==> src/logic/paged_regs_pkg.sv <==
// constants for the paged device control register bank
package paged_regs_pkg;

    // register geometry
    localparam int unsigned DATA_W = 8;
    localparam int unsigned ADDR_W = 7;
    localparam int unsigned PAGE_LOCS = 128;
    localparam logic [7:0] PAGE_ZERO = 8'h00;

    // page-zero offsets
    localparam logic [6:0] OFS_PAGE_SELECT = 7'h00;
    localparam logic [6:0] OFS_SOFT_RESET = 7'h01;
    localparam logic [6:0] OFS_GENERAL_SETUP = 7'h02;
    localparam logic [6:0] OFS_CTRL_CLOCK_5 = 7'h3A;
    localparam logic [6:0] OFS_CTRL_CLOCK_6 = 7'h3B;
    localparam logic [6:0] OFS_CLOCK_FAULT_0 = 7'h3C;
    localparam logic [6:0] OFS_RATIO_DETECT_3 = 7'h41;
    localparam logic [6:0] OFS_INTERRUPT_SETUP = 7'h42;
    localparam logic [6:0] OFS_OVERLOAD_SETUP = 7'h4B;
    localparam logic [6:0] OFS_CURRENT_CONV = 7'h4C;
    localparam logic [6:0] OFS_REF_BIAS = 7'h4D;
    localparam logic [6:0] OFS_POWER_TUNING = 7'h4E;
    localparam logic [6:0] OFS_CONV1_A = 7'h50;
    localparam logic [6:0] OFS_CURRENT_CHAN = 7'h51;
    localparam logic [6:0] OFS_CONV1_C = 7'h52;
    localparam logic [6:0] OFS_CONV1_D = 7'h53;
    localparam logic [6:0] OFS_CONV1_E = 7'h54;
    localparam logic [6:0] OFS_CONV2_A = 7'h55;
    localparam logic [6:0] OFS_CONV2_C = 7'h57;
    localparam logic [6:0] OFS_CONV2_D = 7'h58;
    localparam logic [6:0] OFS_CONV2_E = 7'h59;
    localparam logic [6:0] OFS_CONV3_A = 7'h5A;
    localparam logic [6:0] OFS_CONV3_C = 7'h5B;
    localparam logic [6:0] OFS_CONV3_D = 7'h5C;
    localparam logic [6:0] OFS_CONV3_E = 7'h5D;
    localparam logic [6:0] OFS_CONV4_A = 7'h5E;
    localparam logic [6:0] OFS_CONV4_C = 7'h5F;
    localparam logic [6:0] OFS_CONV4_D = 7'h60;
    localparam logic [6:0] OFS_CONV4_E = 7'h61;
    localparam logic [6:0] OFS_CONV_GLOBAL = 7'h62;
    localparam logic [6:0] OFS_SIGNAL_PROC = 7'h72;
    localparam logic [6:0] OFS_CHANNEL_ENABLES = 7'h76;
    localparam logic [6:0] OFS_DYN_POWER_SEQ = 7'h77;
    localparam logic [6:0] OFS_POWER_UP_SETUP = 7'h78;
    localparam logic [6:0] OFS_DEVICE_STATE_0 = 7'h79;
    localparam logic [6:0] OFS_DEVICE_STATE_1 = 7'h7A;
    localparam logic [6:0] OFS_PORT_CHECKSUM = 7'h7E;

    // reset values: the zero default and those that differ from it
    localparam logic [7:0] RST_ZERO = 8'h00;
    localparam logic [7:0] RST_CURRENT_CONV = 8'h5C;
    localparam logic [7:0] RST_CONV_SETUP_C = 8'hA1;
    localparam logic [7:0] RST_CONV_SETUP_D = 8'h80;
    localparam logic [7:0] RST_SIGNAL_PROC = 8'h18;
    localparam logic [7:0] RST_CHANNEL_ENABLES = 8'hCC;
    localparam logic [7:0] RST_DEVICE_STATE_1 = 8'h80;

    // writable masks and field positions
    localparam logic [7:0] MASK_ALL = 8'hFF;
    localparam logic [7:0] MASK_SOFT_RESET = 8'h01;
    localparam logic [7:0] MASK_GENERAL_SETUP = 8'h3F;
    localparam int unsigned BIT_SOFT_RESET = 0;
    localparam int unsigned BIT_ACTIVE = 0;
    localparam int unsigned BIT_IO_RANGE = 1;
    localparam int unsigned BIT_ANALOG_SEL = 2;
    localparam int unsigned BIT_EXIT_BIAS = 3;
    localparam int unsigned BIT_PRECHARGE_LO = 4;
    localparam int unsigned BIT_STATE_AWAKE = 7;
    localparam int unsigned BIT_STATE_CHARGING = 6;

    // precharge times in microseconds and derived cycle counts
    localparam int unsigned CLK_KHZ = 10000;
    localparam int unsigned PRECHARGE_0_US = 3500;
    localparam int unsigned PRECHARGE_1_US = 10000;
    localparam int unsigned PRECHARGE_2_US = 50000;
    localparam int unsigned PRECHARGE_3_US = 100000;
    localparam int unsigned PRECHARGE_0_CYC = (PRECHARGE_0_US * CLK_KHZ + 999) / 1000;
    localparam int unsigned PRECHARGE_1_CYC = (PRECHARGE_1_US * CLK_KHZ + 999) / 1000;
    localparam int unsigned PRECHARGE_2_CYC = (PRECHARGE_2_US * CLK_KHZ + 999) / 1000;
    localparam int unsigned PRECHARGE_3_CYC = (PRECHARGE_3_US * CLK_KHZ + 999) / 1000;
    localparam int unsigned CNT_W = 20;

endpackage : paged_regs_pkg

==> src/logic/paged_device_control_regs.sv <==
// paged control register bank with sleep, supply and precharge control
`timescale 1ns/10ps
`default_nettype none

module paged_device_control_regs #(
    parameter int unsigned P_PRECHARGE_0_CYC = paged_regs_pkg::PRECHARGE_0_CYC,
    parameter int unsigned P_PRECHARGE_1_CYC = paged_regs_pkg::PRECHARGE_1_CYC,
    parameter int unsigned P_PRECHARGE_2_CYC = paged_regs_pkg::PRECHARGE_2_CYC,
    parameter int unsigned P_PRECHARGE_3_CYC = paged_regs_pkg::PRECHARGE_3_CYC
) (
    input  wire logic       i_mclk,
    input  wire logic       i_rst_n,
    input  wire logic       i_wr_en,
    input  wire logic       i_rd_en,
    input  wire logic [6:0] i_addr,
    input  wire logic [7:0] i_wdata,
    output logic      [7:0] o_rdata,
    output logic            o_rd_valid,
    output logic      [7:0] o_page,
    output logic            o_active_not_sleep,
    output logic            o_digital_regulator_on,
    output logic            o_bias_on,
    output logic            o_precharge_busy,
    output logic      [1:0] o_reference_precharge_time,
    output logic            o_analog_supply_select,
    output logic            o_io_supply_range
);

    typedef logic [127:0][7:0] regfile_t;

    typedef struct packed {
        regfile_t   regs;
        logic [7:0] page;
        logic [7:0] rdata;
        logic       rd_valid;
        logic       bias_on;
        logic       busy;
        logic [19:0] cnt;
    } state_t;

    // reset value of each page-zero location
    function automatic logic [7:0] default_of(input logic [6:0] a);
        logic [7:0] v;
        v = paged_regs_pkg::RST_ZERO;
        case (a)
            paged_regs_pkg::OFS_CURRENT_CONV:
                v = paged_regs_pkg::RST_CURRENT_CONV;
            paged_regs_pkg::OFS_CONV1_C, paged_regs_pkg::OFS_CONV2_C,
            paged_regs_pkg::OFS_CONV3_C, paged_regs_pkg::OFS_CONV4_C:
                v = paged_regs_pkg::RST_CONV_SETUP_C;
            paged_regs_pkg::OFS_CONV1_D, paged_regs_pkg::OFS_CONV2_D,
            paged_regs_pkg::OFS_CONV3_D, paged_regs_pkg::OFS_CONV4_D:
                v = paged_regs_pkg::RST_CONV_SETUP_D;
            paged_regs_pkg::OFS_SIGNAL_PROC:
                v = paged_regs_pkg::RST_SIGNAL_PROC;
            paged_regs_pkg::OFS_CHANNEL_ENABLES:
                v = paged_regs_pkg::RST_CHANNEL_ENABLES;
            paged_regs_pkg::OFS_DEVICE_STATE_1:
                v = paged_regs_pkg::RST_DEVICE_STATE_1;
            default:
                v = paged_regs_pkg::RST_ZERO;
        endcase
        return v;
    endfunction : default_of

    // bits that a write may change; zero for read-only and unmapped
    function automatic logic [7:0] wmask_of(input logic [6:0] a);
        logic [7:0] m;
        m = 8'h00;
        case (a)
            paged_regs_pkg::OFS_SOFT_RESET:
                m = paged_regs_pkg::MASK_SOFT_RESET;
            paged_regs_pkg::OFS_GENERAL_SETUP:
                m = paged_regs_pkg::MASK_GENERAL_SETUP;
            paged_regs_pkg::OFS_CTRL_CLOCK_5, paged_regs_pkg::OFS_CTRL_CLOCK_6,
            paged_regs_pkg::OFS_INTERRUPT_SETUP,
            paged_regs_pkg::OFS_OVERLOAD_SETUP,
            paged_regs_pkg::OFS_CURRENT_CONV, paged_regs_pkg::OFS_REF_BIAS,
            paged_regs_pkg::OFS_POWER_TUNING, paged_regs_pkg::OFS_CONV1_A,
            paged_regs_pkg::OFS_CURRENT_CHAN, paged_regs_pkg::OFS_CONV1_C,
            paged_regs_pkg::OFS_CONV1_D, paged_regs_pkg::OFS_CONV1_E,
            paged_regs_pkg::OFS_CONV2_A, paged_regs_pkg::OFS_CONV2_C,
            paged_regs_pkg::OFS_CONV2_D, paged_regs_pkg::OFS_CONV2_E,
            paged_regs_pkg::OFS_CONV3_A, paged_regs_pkg::OFS_CONV3_C,
            paged_regs_pkg::OFS_CONV3_D, paged_regs_pkg::OFS_CONV3_E,
            paged_regs_pkg::OFS_CONV4_A, paged_regs_pkg::OFS_CONV4_C,
            paged_regs_pkg::OFS_CONV4_D, paged_regs_pkg::OFS_CONV4_E,
            paged_regs_pkg::OFS_CONV_GLOBAL, paged_regs_pkg::OFS_SIGNAL_PROC,
            paged_regs_pkg::OFS_CHANNEL_ENABLES,
            paged_regs_pkg::OFS_DYN_POWER_SEQ,
            paged_regs_pkg::OFS_POWER_UP_SETUP,
            paged_regs_pkg::OFS_PORT_CHECKSUM:
                m = paged_regs_pkg::MASK_ALL;
            default:
                m = 8'h00;
        endcase
        return m;
    endfunction : wmask_of

    // whether a page-zero offset exists at all; others read zero
    function automatic logic mapped(input logic [6:0] a);
        logic hit;
        hit = (wmask_of(a) != 8'h00)
            || (a == paged_regs_pkg::OFS_PAGE_SELECT)
            || (a == paged_regs_pkg::OFS_DEVICE_STATE_0)
            || (a == paged_regs_pkg::OFS_DEVICE_STATE_1)
            || ((a >= paged_regs_pkg::OFS_CLOCK_FAULT_0)
                && (a <= paged_regs_pkg::OFS_RATIO_DETECT_3));
        return hit;
    endfunction : mapped

    // whole default register file
    function automatic regfile_t defaults();
        regfile_t r;
        r = '0;
        for (int i = 0; i < paged_regs_pkg::PAGE_LOCS; i++) begin
            r[i] = default_of(7'(i));
        end
        return r;
    endfunction : defaults

    localparam regfile_t REGS_RESET = defaults();
    localparam state_t STATE_RESET = '{
        regs: REGS_RESET, page: paged_regs_pkg::PAGE_ZERO,
        rdata: 8'h00, rd_valid: 1'b0, bias_on: 1'b0, busy: 1'b0,
        cnt: 20'h00000};

    state_t     state_q;
    state_t     state_d;
    logic [7:0] setup;
    logic       on_page0;
    logic       soft_reset;
    logic [19:0] load_cnt;

    // live fields of the general setup register
    assign setup = state_q.regs[paged_regs_pkg::OFS_GENERAL_SETUP];
    assign on_page0 = (state_q.page == paged_regs_pkg::PAGE_ZERO);
    assign soft_reset = state_q.regs[paged_regs_pkg::OFS_SOFT_RESET]
                        [paged_regs_pkg::BIT_SOFT_RESET];

    // precharge length chosen by the two-bit field
    always_comb begin
        case (setup[paged_regs_pkg::BIT_PRECHARGE_LO +: 2])
            2'h0:    load_cnt = 20'(P_PRECHARGE_0_CYC - 1);
            2'h1:    load_cnt = 20'(P_PRECHARGE_1_CYC - 1);
            2'h2:    load_cnt = 20'(P_PRECHARGE_2_CYC - 1);
            2'h3:    load_cnt = 20'(P_PRECHARGE_3_CYC - 1);
            default: load_cnt = 20'(P_PRECHARGE_0_CYC - 1);
        endcase
    end

    // next state: register writes, reads, soft reset, precharge timer
    always_comb begin
        state_d = state_q;
        state_d.rd_valid = 1'b0;
        if (soft_reset) begin
            state_d = STATE_RESET;
        end else begin
            if (i_wr_en) begin
                if (i_addr == paged_regs_pkg::OFS_PAGE_SELECT) begin
                    state_d.page = i_wdata;
                end else if (on_page0) begin
                    state_d.regs[i_addr] = (state_q.regs[i_addr]
                        & ~wmask_of(i_addr))
                        | (i_wdata & wmask_of(i_addr));
                end
            end
            // bias follows wake with the exit option set
            state_d.bias_on = setup[paged_regs_pkg::BIT_ACTIVE]
                && setup[paged_regs_pkg::BIT_EXIT_BIAS];
            // precharge starts with the bias and stops in the cycle it drops
            if (!state_d.bias_on) begin
                state_d.busy = 1'b0;
                state_d.cnt = 20'h00000;
            end else if (!state_q.bias_on) begin
                state_d.busy = 1'b1;
                state_d.cnt = load_cnt;
            end else if (state_q.busy) begin
                if (state_q.cnt == 20'h00000) begin
                    state_d.busy = 1'b0;
                end else begin
                    state_d.cnt = state_q.cnt - 20'h00001;
                end
            end
        end
        // device state byte reflects wake and precharge
        state_d.regs[paged_regs_pkg::OFS_DEVICE_STATE_0]
            [paged_regs_pkg::BIT_STATE_AWAKE] =
            state_d.regs[paged_regs_pkg::OFS_GENERAL_SETUP]
            [paged_regs_pkg::BIT_ACTIVE];
        state_d.regs[paged_regs_pkg::OFS_DEVICE_STATE_0]
            [paged_regs_pkg::BIT_STATE_CHARGING] = state_d.busy;
        // read data for the selected page
        if (i_rd_en) begin
            state_d.rd_valid = 1'b1;
            if (i_addr == paged_regs_pkg::OFS_PAGE_SELECT) begin
                state_d.rdata = state_q.page;
            end else if (on_page0 && mapped(i_addr)) begin
                state_d.rdata = state_q.regs[i_addr];
            end else begin
                state_d.rdata = 8'h00;
            end
        end
    end

    // single state register, synchronous reset
    always_ff @(posedge i_mclk) begin
        if (!i_rst_n) begin
            state_q <= STATE_RESET;
        end else begin
            state_q <= state_d;
        end
    end

    // outputs straight from state flops
    assign o_rdata = state_q.rdata;
    assign o_rd_valid = state_q.rd_valid;
    assign o_page = state_q.page;
    assign o_active_not_sleep = setup[paged_regs_pkg::BIT_ACTIVE];
    assign o_digital_regulator_on = setup[paged_regs_pkg::BIT_ACTIVE];
    assign o_bias_on = state_q.bias_on;
    assign o_precharge_busy = state_q.busy;
    assign o_reference_precharge_time =
        setup[paged_regs_pkg::BIT_PRECHARGE_LO +: 2];
    assign o_analog_supply_select = setup[paged_regs_pkg::BIT_ANALOG_SEL];
    assign o_io_supply_range = setup[paged_regs_pkg::BIT_IO_RANGE];
endmodule : paged_device_control_regs

`default_nettype wire

==> config.mk <==
export PLATFORM = sky130hd
export DESIGN_NAME = paged_device_control_regs
export DESIGN_NICKNAME = d
export VERILOG_FILES = /design/src/logic/paged_regs_pkg.sv /design/src/logic/paged_device_control_regs.sv
export SDC_FILE = /design/constraint.sdc
export NUM_CORES = 2
export LEC_CHECK = 0
export BUFFER_PORTS_ARGS = -buffer_cell sky130_fd_sc_hd__buf_2
export CELL_PAD_IN_SITES_DETAIL_PLACEMENT = 0
export CELL_PAD_IN_SITES_GLOBAL_PLACEMENT = 1
export CORE_MARGIN = 2
export CORE_UTILIZATION = 45
export DETAILED_ROUTE_END_ITERATION = 10
export GPL_TIMING_DRIVEN = 0
export PLACE_DENSITY = 0.81
export SETUP_SLACK_MARGIN = 0.02
export SLEW_MARGIN = 20
export SYNTH_ARGS = -nofsm -noshare
export SYNTH_HDL_FRONTEND = slang
export SYNTH_SLANG_ARGS = --single-unit
==> constraint.sdc <==
create_clock -name i_mclk -period 7.3 [get_ports i_mclk]
set_input_delay 2.19 -clock i_mclk [delete_from_list [all_inputs] [get_ports i_mclk]]
set_output_delay 2.19 -clock i_mclk [all_outputs]
set_load 0.05 [all_outputs]
# Yosys cells after proc, flatten, opt, wreduce, memory -nomap -nowiden
# Memories as Yosys holds them, arrays and structs flattened.
# Index checks and enable logic that the tools add are counted.
# op_classes
order_cmp	4
n_addsub	1
reduce_logical	20
muxes	31
n_eq_ne	7
bitwise_logic	9
# op_table
cell	n
bitwise mux 1024 bit	1
2-to-1 mux 8 bit	15
2-to-1 mux 21 bit	4
case mux 20 bit (4 select lines)	1
binary-select mux 8 bit (select 7 bit)	1
demux 8 bit (select 7 bit)	1
2-to-1 mux 25 bit	2
2-to-1 mux 17 bit	2
logical NOT 20 bit	1
2-to-1 mux 20 bit	1
subtractor 20 x 1 -> 20 bit, second input constant	1
2-to-1 mux 9 bit	2
bitwise AND 8 bit	2
equality test 7 bit, second input constant	2
logical NOT 8 bit	1
less-than comparator 7 x 8 -> 1 bit, second input constant	1
NOT 8 bit	1
OR 8 bit	1
nonzero test 8 bit	1
greater-or-equal comparator 7 x 1 -> 1 bit, second input constant	1
greater-or-equal comparator 7 x 6 -> 1 bit, second input constant	1
less-or-equal comparator 7 bit, second input constant	1
logical NOT 7 bit	1
NOT 1 bit	5
13 further kinds	22
# totals
memories	3
ff_bits	1063
inputBits	19
out_inout_bits	25
elab_cells	212
mem_bits_ro	3072
# mem_list
memory	depth	word_bits	read_ports	rd_ports_with_merged_regs	wr	line	source
(name not given)	128	8	1	0	0	paged_device_control_regs.sv:70	case (a)
(name not given)	128	8	1	0	0	paged_device_control_regs.sv:70	
(name not given)	128	8	1	0	0	paged_device_control_regs.sv:70	

# Depth between registers and ports, before layout
# depth
ltp_word	13
depth_mapped	20
ltp_nobuf	10

# Worst setup path after synthesis
# OpenSTA, ideal clock, no wires.
# synth_timing
path_kind	input-to-reg
start	in i_addr[0]
end	reg state_q[655] in the netlist's numbering
slack_ps	1592
path_buffers	10
setup_ps	70
arrival_time_ps	5637
path_stages	19
t_required_ps	7230
path_cell_list	buf_6 > buf_8 > inv_1 > buf_2 > buf_2 > buf_2 > buf_4 > buf_2 > ha_1 > mux2_2 > a222oi_1 > o21ai_0 > o22ai_1 > buf_2 > a21o_1 > buf_4 > clkbuf_1 > o211ai_2 > a21oi_1
# synth_via
elab_chain_cells	9
word_cells_on_any_way	25
cone_classes	2 x order compare; 13 x mux; 5 x bitwise; 3 x reduce/logical; 2 x memory
# synth_rtl
element	line	source
start: declaration	paged_device_control_regs.sv:15	input wire logic [6:0] i_addr,
memory (128 x 8 bit)	n/a	
2-to-1 mux 8 bit	paged_device_control_regs.sv:162	end else if (on_page0) begin
2-to-1 mux 8 bit	paged_device_control_regs.sv:160	if (i_addr == paged_regs_pkg::OFS_PAGE_SELECT) begin
2-to-1 mux 8 bit	paged_device_control_regs.sv:159	if (i_wr_en) begin
2-to-1 mux 8 bit	paged_device_control_regs.sv:156	if (soft_reset) begin
NOT 8 bit	paged_device_control_regs.sv:164	& ~wmask_of(i_addr))
bitwise AND 8 bit	paged_device_control_regs.sv:164	
OR 8 bit	paged_device_control_regs.sv:165	| (i_wdata & wmask_of(i_addr));
bitwise mux 1024 bit	paged_device_control_regs.sv:163	state_d.regs[i_addr] = (state_q.regs[i_addr]
end signal: assignment	paged_device_control_regs.sv:211	state_q <= state_d;
end: declaration	paged_device_control_regs.sv:128	state_t state_q;
# Parallel ways exist; a longest one is shown, timed or not. The select of a mux whose other input is x is not followed.
# A chain may end at the register's enable or synchronous reset.

# Final worst setup path
# layout_timing
start	in i_addr[1]
end	reg state_q[827] in the netlist's numbering
# The elaborated chain is that of the path after synthesis.

==> metrics.md <==
| Metric | Value |
|---|---|
| Run status | complete, but fails checks |
| Failing checks | negative setup slack |
| Worst slew pin tran | around 1.4 ns |
| Vias in the first global route | between 30000 and 40000 |
| # fillers | between 8000 and 9000 |
| Worst Setup Start Kind | input pin |
| Global placement routability congestion | 1.09 |
| VDD IR max | approximately 0.00019 V |
| Syn nets | between 4000 and 5000 |
| Minimum clock period after layout | between 7 and 8 ns |
| Ys async rst share | 0% |
| Post-Syn Area | between 40000 and 50000 um^2 |
| CTS Root Buffer Type | clkbuf_16 |
| Synth warn | 0 |
| Hold Path Class | register to register |
| Critical Path Start | i_addr[1] |
| Gate Count Post-Synth | between 4000 and 5000 |
| Post-synth top cells | dfxtp_1, and2_1, nand2_1 |
| Tcrit/Tclk final | 103% |
| Die Y | roughly 310 um |
| TritonCTS clock tree | done |
| RSZ-0062 raised after global routing | false |
| Reg-to-reg setup timing slack | roughly 2.6 ns |
| CORE AREA | 93000 um^2 |
| Ys flop type | dfxtp_1 |
| Slew headroom | 8.75% |
| Syn-to-layout area delta | 14.3% |
| R2r endpoint | state_q[630] |
| Clk buf depth | 3 |
| FP Rows | 112 |
| Critical register-to-register path startpoint | setup[0] |
| WS Path Type | input pin to register |
| Clk sinks | 1061 |
| Vias | approximately 37000 |
| Most frequent cell after synthesis | dfxtp_1 |
| FF-to-FF path depth | 9 |
| Arrival time worst endpoint | approximately 8.1 ns |
| Yosys top cell area share | between 50% and 60% |
| CP Max Fanout | 10 |
| Worst-skew pair later-pin latency | 0.75 ns |
| Port Buf Inserts | 41 |
| Synth area leaders | dfxtp_1, and2_1, mux4_2 |
| Drt total wl | between 200000 and 250000 um |
| Nets | ~4400 |
| Largest area contributor in the netlist | dfxtp_1 |
| CTS HTree Levels | 3 |
| Tot GR Track Use | 41.8% |
| Starting Density | roughly 45% |
| Share of layout cells above drive strength 1 | 14.4% |
| Initial antenna violation count | 22 |
| Pin count of the biggest net entering global routing | 22 |
| #FFs+latches synth | around 1100 |
| DRT iter0 DRCs | 6144 |
| Clock Skew | 0.0382 ns |
| Multi-input logic area | between 15000 and 20000 um^2 |
| Clk pin slew, worst setup/hold paths | ~0.06 ns |
| HPWL after DPL | approximately 140000 um |
| Avg Vias per Cell | 6.53 |
| DRC Markers | 0 |
| Drt pass-1 iters | 7 |
| CP required | approximately 7.9 ns |
| Max Cap Violations | 0 |
| Slew Viols, Final | 0 |
| Setup WS pre-CTS | -1.97 ns |
| FMAX | between 100 and 150 MHz |
| Die Footprint | around 96000 um^2 |
| Worst Setup EP | state_q[827] |
| Register area share after synthesis | 50.4% |
| Yosys cell types | 88 |
| First-pass GRT wire length | 275000 um |
| TritonCTS buffer count | roughly 110 |
| Hold_ws | around 0.45 ns |
| Crit. End Element | register |
| Power density cells | 274 nW/um^2 |
| Remaining Overflow, GRT | 0 |
| Die X | a little over 300 um |
| Reg area | 21200 um^2 |
| Setup ws final | -0.213 ns |
| Static leakage | 17.9 nW |
| Post-DRT Antenna Nets | 0 |
| Synth Area per Inst | 10.1 um^2 |
| Final setup violating endpoints | 93 |
| Hold Fails Final Rpt | 0 |
| WL/cell | around 36 um |
| EDFF count, synth | 0 |
| Ports | 44 |
worst max-delay path: stages:
cell and delay (ns):
buf_2 0.26, buf_6 0.28, buf_6 0.22, buf_6 0.23, buf_6 0.34, buf_8 0.34, buf_6 0.36, buf_2 0.55
buf_2 0.50, nand4_1 0.30, nor2_1 1.07, nand2_1 0.90, o41ai_1 0.48
per-layer routing:
metal / routed length [um] / vias to the layer above / track usage (%)
met5: 172 / - / 0
li1: - / 15273 / -
met2: 80200 / 2926 / 56.7
met3: 28700 / 725 / 15.4
met1: 79800 / 18112 / 55.1
met4: 16100 / 16 / 28.0
area by class of cell:
cell class,instances,share of cell area (%)
well taps,1254,3.26
diodes,9,0.0467
clock inverters,51,1.56
repair buffers,53,0.706
clock buffers,156,6.74
multi-input cells,2715,39.5
flip-flops and latches,1061,44.1
plain buffers,359,4.02
inverters,19,0.151
stage by stage:
step	total power, mW	instance area, um^2	setup TNS (ns)	std cells	util [%]
after floorplan	6.40	42200	0	4157	-
after global placement	6.95	43900	-628.29	5452	47.2
after detailed placement	6.95	44100	-529.83	5459	47.3
after CTS	13.1	48100	0	5664	51.7
after global routing	13.3	48200	0	5668	51.8
final	13.2	48200	-8.08	5677	51.8
power breakdown:
part | internal [mW] | switching (mW)
logic | 0.218 | 0.897
clock network | 3.71 | 2.57
registers | 5.80 | 0.00623
total | 9.72 | 3.48
flip-flops by register name, summed over array words and instances (netlist names):
signal and count:
o_bias_on 1, o_page 8, o_rd_valid 1, o_rdata 8
setup 8, soft_reset 1, state_q 1034
worst min path at each step:
| stage | from | endpoint | depth (start not counted) |
|---|---|---|---|
| after detailed placement | state_q[374] | state_q[374] | 1 |
| after global routing | state_q[374] | state_q[374] | 1 |
| after CTS | state_q[647] | state_q[647] | 2 |
| after global placement | state_q[894] | state_q[894] | 1 |
| final | state_q[886] | state_q[886] | 1 |
| after floorplan | state_q[150] | state_q[150] | 1 |
logic make-up after synthesis:
| family | count (synthesis) | share of synthesized area [%] |
|---|---|---|
| and+or+nand+nor | 1478 | 18.3 |
| buffers and inverters | 381 | 4.69 |
| AOI/OAI and AO/OA | 946 | 15.8 |
| muxes | 263 | 10.1 |
| DFF | 1061 | 50.4 |
| xor gates and xnor gates | 16 | 0.332 |
| adders and majority gates | 12 | 0.356 |
what timing repair did:
action | in CTS | in global routing
endpoints found under the hold margin | 0 | 0
buffers inserted | 0 | 5
gates resized for setup | 14 | 8
hold buffers | 0 | 0
endpoints found under the setup margin | 402 | 123
pin swaps | 0 | 1
layout by cell type (no fill, tap or decap), types with 32 or more instances in the layout:
master / netlist / routed
nand3_1: 198 / 198
clkbuf_1: 200 / 192
buf_4: 39 / 43
nor2_1: 236 / 231
a21oi_1: 219 / 218
dfxtp_1: 1061 / 1061
mux4_2: 110 / 110
o41ai_1: 33 / 33
buf_2: 70 / 116
mux2_2: 41 / 41
mux2i_1: 100 / 100
clkbuf_16: 0 / 113
a221oi_1: 119 / 119
nand2_1: 309 / 309
o21ai_0: 171 / 171
and2_1: 623 / 623
a211oi_1: 107 / 107
buf_6: 27 / 32
Power figures use the tool's default switching activity.
